### config.mk
export PLATFORM = sky130hd
export DESIGN_NAME = pldsl_driver
export DESIGN_NICKNAME = d
export VERILOG_FILES = /design/src/rtl/pldsl_pkg.sv /design/src/rtl/pldsl_driver.sv /design/src/rtl/pldsl_fifo.sv
export SDC_FILE = /design/constraint.sdc
export NUM_CORES = 1
export LEC_CHECK = 0
export ABC_AREA = 0
export BUFFER_PORTS_ARGS = -buffer_cell sky130_fd_sc_hd__buf_2
export CORE_UTILIZATION = 30
export DETAILED_ROUTE_END_ITERATION = 8
export PLACE_DENSITY = 0.48
export SLEW_MARGIN = 10
export SYNTH_ARGS = -nofsm -noshare
export SYNTH_HDL_FRONTEND = slang
export SYNTH_HIERARCHICAL = 1
export SYNTH_SLANG_ARGS = --single-unit
### constraint.sdc
create_clock -name mclk_i -period 3.1 [get_ports mclk_i]
set_input_delay 0.62 -clock mclk_i [delete_from_list [all_inputs] [get_ports mclk_i]]
set_output_delay 0.62 -clock mclk_i [all_outputs]
set_load 0.02 [all_outputs]
### src/rtl/pldsl_pkg.sv
`default_nettype none
package pldsl_pkg;

  // geometry of the driver
  localparam int LINE_COUNT = 32;
  localparam int CHAIN_LEN  = 16;
  localparam int FIFO_DEPTH = 16;

  // positions of the cascade taps inside the stage vector (stage n at n-1)
  localparam int ODD_TAIL_POS  = 30;
  localparam int EVEN_TAIL_POS = 31;

  // reset values and the force-on line pattern
  localparam logic [31:0] STAGES_RST = 32'h0000_0000;
  localparam logic [31:0] HELD_RST   = 32'h0000_0000;
  localparam logic [31:0] LINES_OFF  = 32'h0000_0000;
  localparam logic [31:0] LINES_ON   = 32'hFFFF_FFFF;
  localparam logic        SHCLK_RST  = 1'b0;

  // one bit for each chain, taken on the same shift clock edge
  typedef struct packed {
    logic even;
    logic odd;
  } pldsl_pair_t;

  // the three level controls from the panel controller
  typedef struct packed {
    logic latch_load;
    logic force_on;
    logic output_hold;
  } pldsl_ctrl_t;

endpackage
`default_nettype wire

### src/rtl/pldsl_driver.sv
// Functional notes
// controller splits each line into two streams
// falling shift clock advances both chains together
// even chain takes second input, shifts upward
// odd chain takes first input, shifts upward
// latch load high makes latches follow stages
// latch load falling captures, low holds
// force-on with output-hold drives all lines on
// force-on low, hold high shows latches
// output-hold low forces every line off
// cascade outputs show stages 31 and 32
// cascade outputs ignore all three controls; here latch load high stalls the chains and freezes them
// two 16-stage chains, 32 latches, 32 lines
// controller gives 16 edges then latch pulse
// no reset; contents meaningless until loaded; here sys_rst_i clears stages, latches and lines to zeros
`default_nettype none
module pldsl_driver
  import pldsl_pkg::*;
(
  input  wire logic               mclk_i,
  input  wire logic               sys_rst_i,
  input  wire logic               shift_clk_i,
  input  wire logic               odd_serial_input_i,
  input  wire logic               even_serial_input_i,
  input  wire pldsl_ctrl_t        ctrl_i,
  output logic                    in_ready_o,
  output logic [LINE_COUNT-1:0]   line_outputs_o,
  output logic                    odd_cascade_output_o,
  output logic                    even_cascade_output_o
);

  ////////////////////////////////////////////////////////////////////////////
  // declarations

  logic                  shclk_prev_r, shclk_prev_nxt;
  logic [LINE_COUNT-1:0] shift_stages_r, shift_stages_nxt;
  logic [LINE_COUNT-1:0] held_line_bits_r, held_line_bits_nxt;
  logic [LINE_COUNT-1:0] lines_r, lines_nxt;
  logic                  shclk_fall;
  logic                  pair_valid;
  logic                  pair_take;
  pldsl_pair_t           pair_in;
  pldsl_pair_t           pair_out;

  // one step of both chains: stage n takes stage n-2, inputs enter at 1 and 2
  function automatic logic [LINE_COUNT-1:0] shift_pair(
    input logic [LINE_COUNT-1:0] s,
    input pldsl_pair_t           p
  );
    return {s[LINE_COUNT-3:0], p.even, p.odd};
  endfunction

  ////////////////////////////////////////////////////////////////////////////
  // shift clock edge detect and entry buffer

  // falling edge of the sampled shift clock
  always_comb begin
    shclk_prev_nxt = shift_clk_i;
  end

  always_ff @(posedge mclk_i) begin
    if (sys_rst_i) begin
      shclk_prev_r <= SHCLK_RST;
    end else begin
      shclk_prev_r <= shclk_prev_nxt;
    end
  end

  assign shclk_fall   = shclk_prev_r & ~shift_clk_i;
  assign pair_in.odd  = odd_serial_input_i;
  assign pair_in.even = even_serial_input_i;

  // chains stall while the latch is open, so a load never tears mid-shift;
  // the buffer absorbs edges meanwhile and in_ready_o warns the source
  assign pair_take = pair_valid & ~ctrl_i.latch_load;

  pldsl_fifo #(
    .WIDTH ($bits(pldsl_pair_t)),
    .DEPTH (FIFO_DEPTH)
  ) u_entry_fifo (
    .mclk_i      (mclk_i),
    .sys_rst_i   (sys_rst_i),
    .in_valid_i  (shclk_fall),
    .in_ready_o  (in_ready_o),
    .in_data_i   (pair_in),
    .out_valid_o (pair_valid),
    .out_ready_i (pair_take),
    .out_data_o  (pair_out)
  );

  ////////////////////////////////////////////////////////////////////////////
  // shift chains, latches, line gating

  always_comb begin
    shift_stages_nxt = shift_stages_r;
    if (pair_take) begin
      shift_stages_nxt = shift_pair(shift_stages_r, pair_out);
    end
    // transparent while high, keeps last value while low
    held_line_bits_nxt = ctrl_i.latch_load ? shift_stages_r
                                           : held_line_bits_r;
    // hold low wins over force-on
    if (!ctrl_i.output_hold) begin
      lines_nxt = LINES_OFF;
    end else if (ctrl_i.force_on) begin
      lines_nxt = LINES_ON;
    end else begin
      lines_nxt = held_line_bits_r;
    end
  end

  // reset gives known zeros; software must still load before use
  always_ff @(posedge mclk_i) begin
    if (sys_rst_i) begin
      shift_stages_r   <= STAGES_RST;
      held_line_bits_r <= HELD_RST;
      lines_r          <= LINES_OFF;
    end else begin
      shift_stages_r   <= shift_stages_nxt;
      held_line_bits_r <= held_line_bits_nxt;
      lines_r          <= lines_nxt;
    end
  end

  // cascade taps come straight from chain flops, no control in the path
  assign odd_cascade_output_o  = shift_stages_r[ODD_TAIL_POS];
  assign even_cascade_output_o = shift_stages_r[EVEN_TAIL_POS];
  assign line_outputs_o        = lines_r;
endmodule // pldsl_driver
`default_nettype wire

### src/rtl/pldsl_fifo.sv
`default_nettype none
module pldsl_fifo
  import pldsl_pkg::*;
#(
  parameter int WIDTH = 2,
  parameter int DEPTH = FIFO_DEPTH
) (
  input  wire logic             mclk_i,
  input  wire logic             sys_rst_i,
  input  wire logic             in_valid_i,
  output logic                  in_ready_o,
  input  wire logic [WIDTH-1:0] in_data_i,
  output logic                  out_valid_o,
  input  wire logic             out_ready_i,
  output logic [WIDTH-1:0]      out_data_o
);

  localparam int AW = (DEPTH > 1) ? $clog2(DEPTH) : 1;
  localparam logic [AW:0]   FULL_CNT = (AW+1)'(DEPTH);
  localparam logic [AW-1:0] LAST_PTR = AW'(DEPTH - 1);

  logic [WIDTH-1:0] mem_r   [DEPTH];
  logic [WIDTH-1:0] mem_nxt [DEPTH];
  logic [AW-1:0]    wr_ptr_r, wr_ptr_nxt;
  logic [AW-1:0]    rd_ptr_r, rd_ptr_nxt;
  logic [AW:0]      cnt_r, cnt_nxt;
  logic             push, pop;

  // wrap by compare so depths that are not powers of two also work
  function automatic logic [AW-1:0] bump(input logic [AW-1:0] p);
    return (p == LAST_PTR) ? '0 : p + 1'b1;
  endfunction

  // honest flags straight from the occupancy count
  assign in_ready_o  = (cnt_r != FULL_CNT);
  assign out_valid_o = (cnt_r != '0);
  assign out_data_o  = mem_r[rd_ptr_r];
  assign push        = in_valid_i & in_ready_o;
  assign pop         = out_valid_o & out_ready_i;

  // pointer and storage update
  always_comb begin
    mem_nxt    = mem_r;
    wr_ptr_nxt = wr_ptr_r;
    rd_ptr_nxt = rd_ptr_r;
    cnt_nxt    = cnt_r;
    if (push) begin
      mem_nxt[wr_ptr_r] = in_data_i;
      wr_ptr_nxt        = bump(wr_ptr_r);
    end
    if (pop) begin
      rd_ptr_nxt = bump(rd_ptr_r);
    end
    case ({push, pop})
      2'b10:   cnt_nxt = cnt_r + 1'b1;
      2'b01:   cnt_nxt = cnt_r - 1'b1;
      default: cnt_nxt = cnt_r;
    endcase
  end

  // control registers
  always_ff @(posedge mclk_i) begin
    if (sys_rst_i) begin
      wr_ptr_r <= '0;
      rd_ptr_r <= '0;
      cnt_r    <= '0;
    end else begin
      wr_ptr_r <= wr_ptr_nxt;
      rd_ptr_r <= rd_ptr_nxt;
      cnt_r    <= cnt_nxt;
    end
  end

  // storage needs no reset, nothing reads an empty slot
  always_ff @(posedge mclk_i) begin
    mem_r <= mem_nxt;
  end

endmodule // pldsl_fifo
`default_nettype wire

==> metrics, run 1 <==
startpoint types register; Post-route DRC 0; drt first-iter violations 147; Critical R2R Launch u_entry_fifo/cnt_r[0]$_SDFFE_PP0P_; Die ar. 18700 sq um; vias per cell 4.50; Worst path most repeated cell a21oi_1; worst-path cell chain nor4_4, nand2_1, nand2b_4, inv_2, a21boi_2, ha_1, ha_1, a21oi_1, a21oi_1, or4_1, a21oi_1; gr usage total 0.123; Final Cycle Share 0.906; worst slack, placed 0.240 ns; worst hold start shift_clk_i; global route overflow 0; area of the multi-input gates 2100 sq um; Worst-Margin Slew 0.689 ns; Crit path required time 3.44 ns; CTS Buf Count 17; status finished, final reports clean; post-route ant nets 0; WL final 10300 um; yosys warns 6; WP buf/inv 1; gpl congestion 0.746; worst skew pair latency 0.41 ns; final hold vios 0; Setup-failing EPs final 0; worst setup path class reg2reg; initial antenna violation count 0; Max H-tree Level 4; hpwl dp 6670 um; post-route setup TNS 0 ns; crit path max-delay cell type or4_1; Die Wd 137 um; number of port buffers 42; NumNets Final 534; Seq/Total Area, Yosys 0.582; io pins 43; R2R Path End u_entry_fifo/cnt_r[4]$_SDFFE_PP0P_; Post-Route Utilization 0.367; CP endpoint kind register; Synth Register Bits 142; Post-CTS Hold Buffers 0; HP Class in2reg; P&R area growth vs syn 18.0%; leading cell type in the layout, fill and taps excluded nor2_1; vias after detailed routing 3390; maximum capacitance violations 0; Fill cells 1720; total clock sinks 142; Starting Density 0.311; Yosys cell types 42; Worst Hold Path EP shclk_prev_r$_SDFF_PP0_; syn avg cell area 11.5 sq um; Root Driver clkbuf_16; TritonCTS clock tree built; Hold Path Depth 2; die height 137 um; Reg2Reg Depth 11; RSZ-0062 raised after global routing false; Max-slew headroom 0.541; first-pass GRT wire length 17200 um; maximum clock path buffer count 2; Ant. Diodes 0; layout cell share with drive strength beyond 1 0.172; Max Fclk 356 MHz; post-CTS setup buffer count 0; Setup Skew 0.00895 ns; Critical Path Max Stage Delay 0.46 ns; Mapped Nets 492; post-DR wirelength/cell 13.7 um; num rows 48; fin crit period 2.81 ns; R2R Setup Slk 0.29 ns; Gate Count Post-Synth 474; Worst VDD drop 0.394 mV; Pre-antenna DRT Iters 4; Mapped Area 5440 sq um; final setup margin 0.292 ns; family with the most delay on the worst path simple AND/OR/NAND/NOR gates; Slew Limit Fails 0; Worst-path clk slew 0.06 ns; CP max FO 5; register area 3160 sq um; Core Box Area 17500 sq um; vias in the first global route 3409; largest net degree at the start of global routing 42; most frequent cells in the layout 120 x nor2_1, 110 x dfxtp_1, 69 x mux2i_1, 42 x buf_2, 35 x nand2b_1; Power Dens Cells 634 nW/um^2; P_leak 2.53 nW; WP data arrival 3.15 ns
## Yosys cell counts, drive strengths merged
library cell	instances	area share
nand2	9	0.0062
buf	13	0.018
a31oi	2	0.0023
a21oi	8	0.0074
fa	1	0.0037
dfxtp	110	0.40
nor2	120	0.083
nand2b	36	0.043
nor3	4	0.0037
and3	1	0.0012
nand4bb	2	0.0041
or4	2	0.0035
a21boi	2	0.0041
mux4	8	0.037
edfxtp	32	0.18
a41oi	2	0.0032
nor2b	4	0.0046
a21o	1	0.0016
o21ai	2	0.0018
o211ai	2	0.0053
nor4	2	0.0035
o31ai	1	0.0014
or3	1	0.0012
clkbuf	14	0.012
mux2i	69	0.13
xor2	3	0.0048
nand3	2	0.0018
ha	9	0.021
a311oi	1	0.0016
a211oi	3	0.0041
inv	6	0.0041
xnor2	1	0.0016
nor4bb	1	0.0018
## area by class of cell
type                       count  area share
clock inverter                10      0.0156
timing repair buffer          50      0.0421
sequential                   142       0.493
inverter                       6     0.00351
clock buffer                  21      0.0750
multi-input combinational    299       0.327
tap                          225      0.0439
## where the power goes
group / leakage (nW) / switching, mW / internal [mW]
Combinational: 1.07 / 0.113 / 0.0664
Sequential: 1.18 / 0.00955 / 1.91
Clock: 0.282 / 0.772 / 1.20
## per-stage QoR
stage | instance area, sq um | hold WS, ns | power (mW) | cells
final | 6420 | 0.436 | 4.07 | 753
after global routing | 6420 | 0.449 | 4.25 | 753
after CTS | 6410 | 0.418 | 4.14 | 753
after detailed placement | 5830 | 0.459 | 2.14 | 722
after global placement | 5830 | 0.450 | 2.14 | 722
after floorplan | 5440 | 0.437 | 2.09 | 474
## state kept, by name, indices dropped and copies added, names as in the netlist
signal and count:
line_outputs_o 32, u_entry_fifo/cnt_r 5, held_line_bits_r 32, shclk_prev_r 1, u_entry_fifo/wr_ptr_r 4, u_entry_fifo/rd_ptr_r 4
u_entry_fifo/mem_r 32, shift_stages_r 32
## worst reg2reg max path: stages, from the launching register on
cell and delay, ns:
dfxtp_1 0.39, nor4_4 0.32, nand2_1 0.17, nand2b_4 0.14
inv_2 0.04, a21boi_2 0.16, ha_1 0.27, ha_1 0.35
a21oi_1 0.19, a21oi_1 0.11, or4_1 0.46, a21oi_1 0.14
## cell families after synthesis
family / after synthesis / synth area share
XOR/XNOR: 4 / 0.00644
flip-flops: 142 / 0.582
buffers and inverters: 33 / 0.0340
AO/OA/AOI/OAI: 24 / 0.0329
AND/OR/NAND/NOR: 184 / 0.157
adder cells (fa/ha/maj): 10 / 0.0244
multiplexers: 77 / 0.164
## repair_timing
action / in CTS / in global routing
resized for setup: 0 / 1
endpoints found under the hold margin: 0 / 0
endpoints found under the setup margin: 0 / 1
## layer usage
layer / share of wire / up-vias / GRT usage / wire [um]
met4: 0.011 / 0 / 0.0494 / 118
met3: 0.048 / 11 / 0.0459 / 500
li1: - / 1708 / - / -
met1: 0.46 / 1607 / 0.149 / 4780
met5: 0 / - / 0 / 0
met2: 0.48 / 64 / 0.197 / 4920
## how the worst max path moves through the flow
stage / cells past startpoint / startpoint / endpoint
finish: 11 / u_entry_fifo/cnt_r[0]$_SDFFE_PP0P_ / u_entry_fifo/cnt_r[4]$_SDFFE_PP0P_
global route: 11 / u_entry_fifo/cnt_r[0]$_SDFFE_PP0P_ / u_entry_fifo/cnt_r[4]$_SDFFE_PP0P_
CTS: 11 / u_entry_fifo/cnt_r[0]$_SDFFE_PP0P_ / u_entry_fifo/cnt_r[4]$_SDFFE_PP0P_
detailed placement: 10 / shift_clk_i / u_entry_fifo/cnt_r[4]$_SDFFE_PP0P_
global placement: 10 / shift_clk_i / u_entry_fifo/cnt_r[4]$_SDFFE_PP0P_
floorplan: 12 / u_entry_fifo/cnt_r[0]$_SDFFE_PP0P_ / u_entry_fifo/cnt_r[4]$_SDFFE_PP0P_
Note: power is estimated with default switching activity, not from simulation.
==> run 2, diff against run 1 <==
- PLACE_DENSITY: 0.48 -> default
==> metrics, run 2 (synthesis results as in run 1) <==
status finished, final reports clean; Max H-tree Level 4 (unchanged); Setup Skew 0.00761 ns (-0.00134 ns); CP endpoint kind register; Hold Path Depth 2 (unchanged); RSZ-0062 raised after global routing false; worst slack, placed 0.173 ns (-0.0675 ns); worst skew pair latency 0.41 ns (about the same); Setup-failing EPs final 0 (unchanged); Critical Path Max Stage Delay 0.41 ns (-0.05 ns); Reg2Reg Depth 11 (unchanged); Max Fclk 348 MHz (-2.3%); fin crit period 2.87 ns (+0.0668 ns); met3 wire len 456 um (-8.8%); gpl congestion 0.694 (-6.9%); number of port buffers 42 (unchanged); num rows 48 (unchanged); worst setup path class reg2reg; Worst-Margin Slew 0.638 ns (-0.0506 ns); layout cell share with drive strength beyond 1 0.176 (+0.00345); post-CTS setup buffer count 0 (unchanged); Post-route DRC 0 (unchanged); post-cts repair resize count 0 (unchanged); Power Dens Cells 642 nW/um^2 (+1.3%); post-DR wirelength/cell 13.6 um (-1.1%); Core Box Area 17500 sq um (unchanged); maximum clock path buffer count 2 (unchanged); Critical R2R Launch u_entry_fifo/cnt_r[0]$_SDFFE_PP0P_; CTS Buf Count 17 (unchanged); leading cell type in the layout, fill and taps excluded nor2_1; vias after detailed routing 3393 (+0.088%); P_leak 2.54 nW (+0.52%); Slew Limit Fails 0 (unchanged); worst hold start shift_clk_i; Fill cells 1691 (-1.7%); drt first-iter violations 129 (-12%); global route overflow 0 (unchanged); Worst VDD drop 0.394 mV (about the same); Worst Hold Path EP shclk_prev_r$_SDFF_PP0_; post-route setup TNS 0 ns (unchanged); startpoint types register; met2 WL 4820 um (-2.0%); vias per cell 4.50 (about the same); vias in the first global route 3429 (+0.59%); Die Wd 137 um (unchanged); R2R Setup Slk 0.23 ns (-0.07 ns); final setup margin 0.225 ns (-0.0668 ns); Crit path required time 3.46 ns (+0.02 ns); initial antenna violation count 0 (unchanged); Starting Density 0.311 (unchanged); WP buf/inv 1 (unchanged); WL final 10200 um (-0.94%); Ant. Diodes 0 (unchanged); top sig layer met4; family with the most delay on the worst path simple AND/OR/NAND/NOR gates; Die ar. 18700 sq um (unchanged); register area 3160 sq um (unchanged); most frequent cells in the layout 120 x nor2_1, 110 x dfxtp_1, 69 x mux2i_1, 42 x buf_2, 35 x nand2b_1; WP data arrival 3.23 ns (+0.08 ns); M1 WL 4820 um (+0.84%); total clock sinks 142 (unchanged); CP max FO 5 (unchanged); crit path max-delay cell type nor4bb_1; maximum capacitance violations 0 (unchanged); largest net degree at the start of global routing 36 (-14%); worst-path cell chain nor4_2, nand2_1, nand2b_4, inv_2, a21boi_2, ha_1, ha_1, a21o_2, a21oi_1, nor4bb_1, or3_1; Final Cycle Share 0.927 (+0.0215); HP Class in2reg; io pins 43 (unchanged); Root Driver clkbuf_16; Worst-path clk slew 0.06 ns (about the same); Max-slew headroom 0.574 (+0.0331); P&R area growth vs syn 18.2%; TritonCTS clock tree built; gr usage total 0.121 (-0.00293); Min Hold Slack 0.447 ns (+0.0115 ns); R2R Path End u_entry_fifo/cnt_r[3]$_SDFFE_PP0P_; Worst path most repeated cell ha_1; Post-CTS Hold Buffers 0 (unchanged); area of the multi-input gates 2090 sq um (-0.42%); die height 137 um (unchanged); NumNets Final 534 (unchanged); first-pass GRT wire length 16900 um (-1.6%); final hold vios 0 (unchanged); post-route ant nets 0 (unchanged); hpwl dp 6560 um (-1.6%); Pre-antenna DRT Iters 4 (unchanged)
[run 2: worst max path at each step]
stage	start	to	slack [ns]	cells past startpoint
final	u_entry_fifo/cnt_r[0]$_SDFFE_PP0P_	u_entry_fifo/cnt_r[3]$_SDFFE_PP0P_	0.23	11
after global routing	u_entry_fifo/cnt_r[0]$_SDFFE_PP0P_	u_entry_fifo/cnt_r[4]$_SDFFE_PP0P_	0.05	11
after CTS	u_entry_fifo/cnt_r[0]$_SDFFE_PP0P_	u_entry_fifo/cnt_r[4]$_SDFFE_PP0P_	0.27	11
after detailed placement	shift_clk_i	u_entry_fifo/cnt_r[4]$_SDFFE_PP0P_	0.17	10
after global placement	shift_clk_i	u_entry_fifo/cnt_r[4]$_SDFFE_PP0P_	0.26	10
after floorplan	u_entry_fifo/cnt_r[0]$_SDFFE_PP0P_	u_entry_fifo/cnt_r[4]$_SDFFE_PP0P_	0.09	12
[run 2: stage by stage]
step	utilization	instance area (sq um)	cells	total power, mW
final	0.368	6430	754	4.13
after detailed placement	0.333	5830	722	2.14
after CTS	0.368	6430	754	4.19
after global routing	0.368	6430	754	4.29
after global placement	0.333	5830	722	2.14
after floorplan	-	5440	474	2.09
[run 2: cell type report]
| type | instances | share of cell area |
|---|---|---|
| inverters | 6 | 0.00350 |
| repair buffers | 50 | 0.0420 |
| well taps | 225 | 0.0438 |
| flip-flops and latches | 142 | 0.492 |
| clock inverters | 10 | 0.0150 |
| clock buffers | 22 | 0.0786 |
| multi-input cells | 299 | 0.325 |
[run 2: report_power, final]
part | internal, mW | total [mW] | leakage [nW] | switching (mW)
Clock | 1.25 | 2.03 | 0.301 | 0.786
Sequential | 1.91 | 1.92 | 1.18 | 0.00933
Combinational | 0.0653 | 0.177 | 1.06 | 0.111
[run 2: per-layer routing]
layer  track usage  up-vias
li1              -     1704
met5             0        -
met4        0.0537        0
met2         0.189       58
met1         0.148     1620
met3        0.0426       11
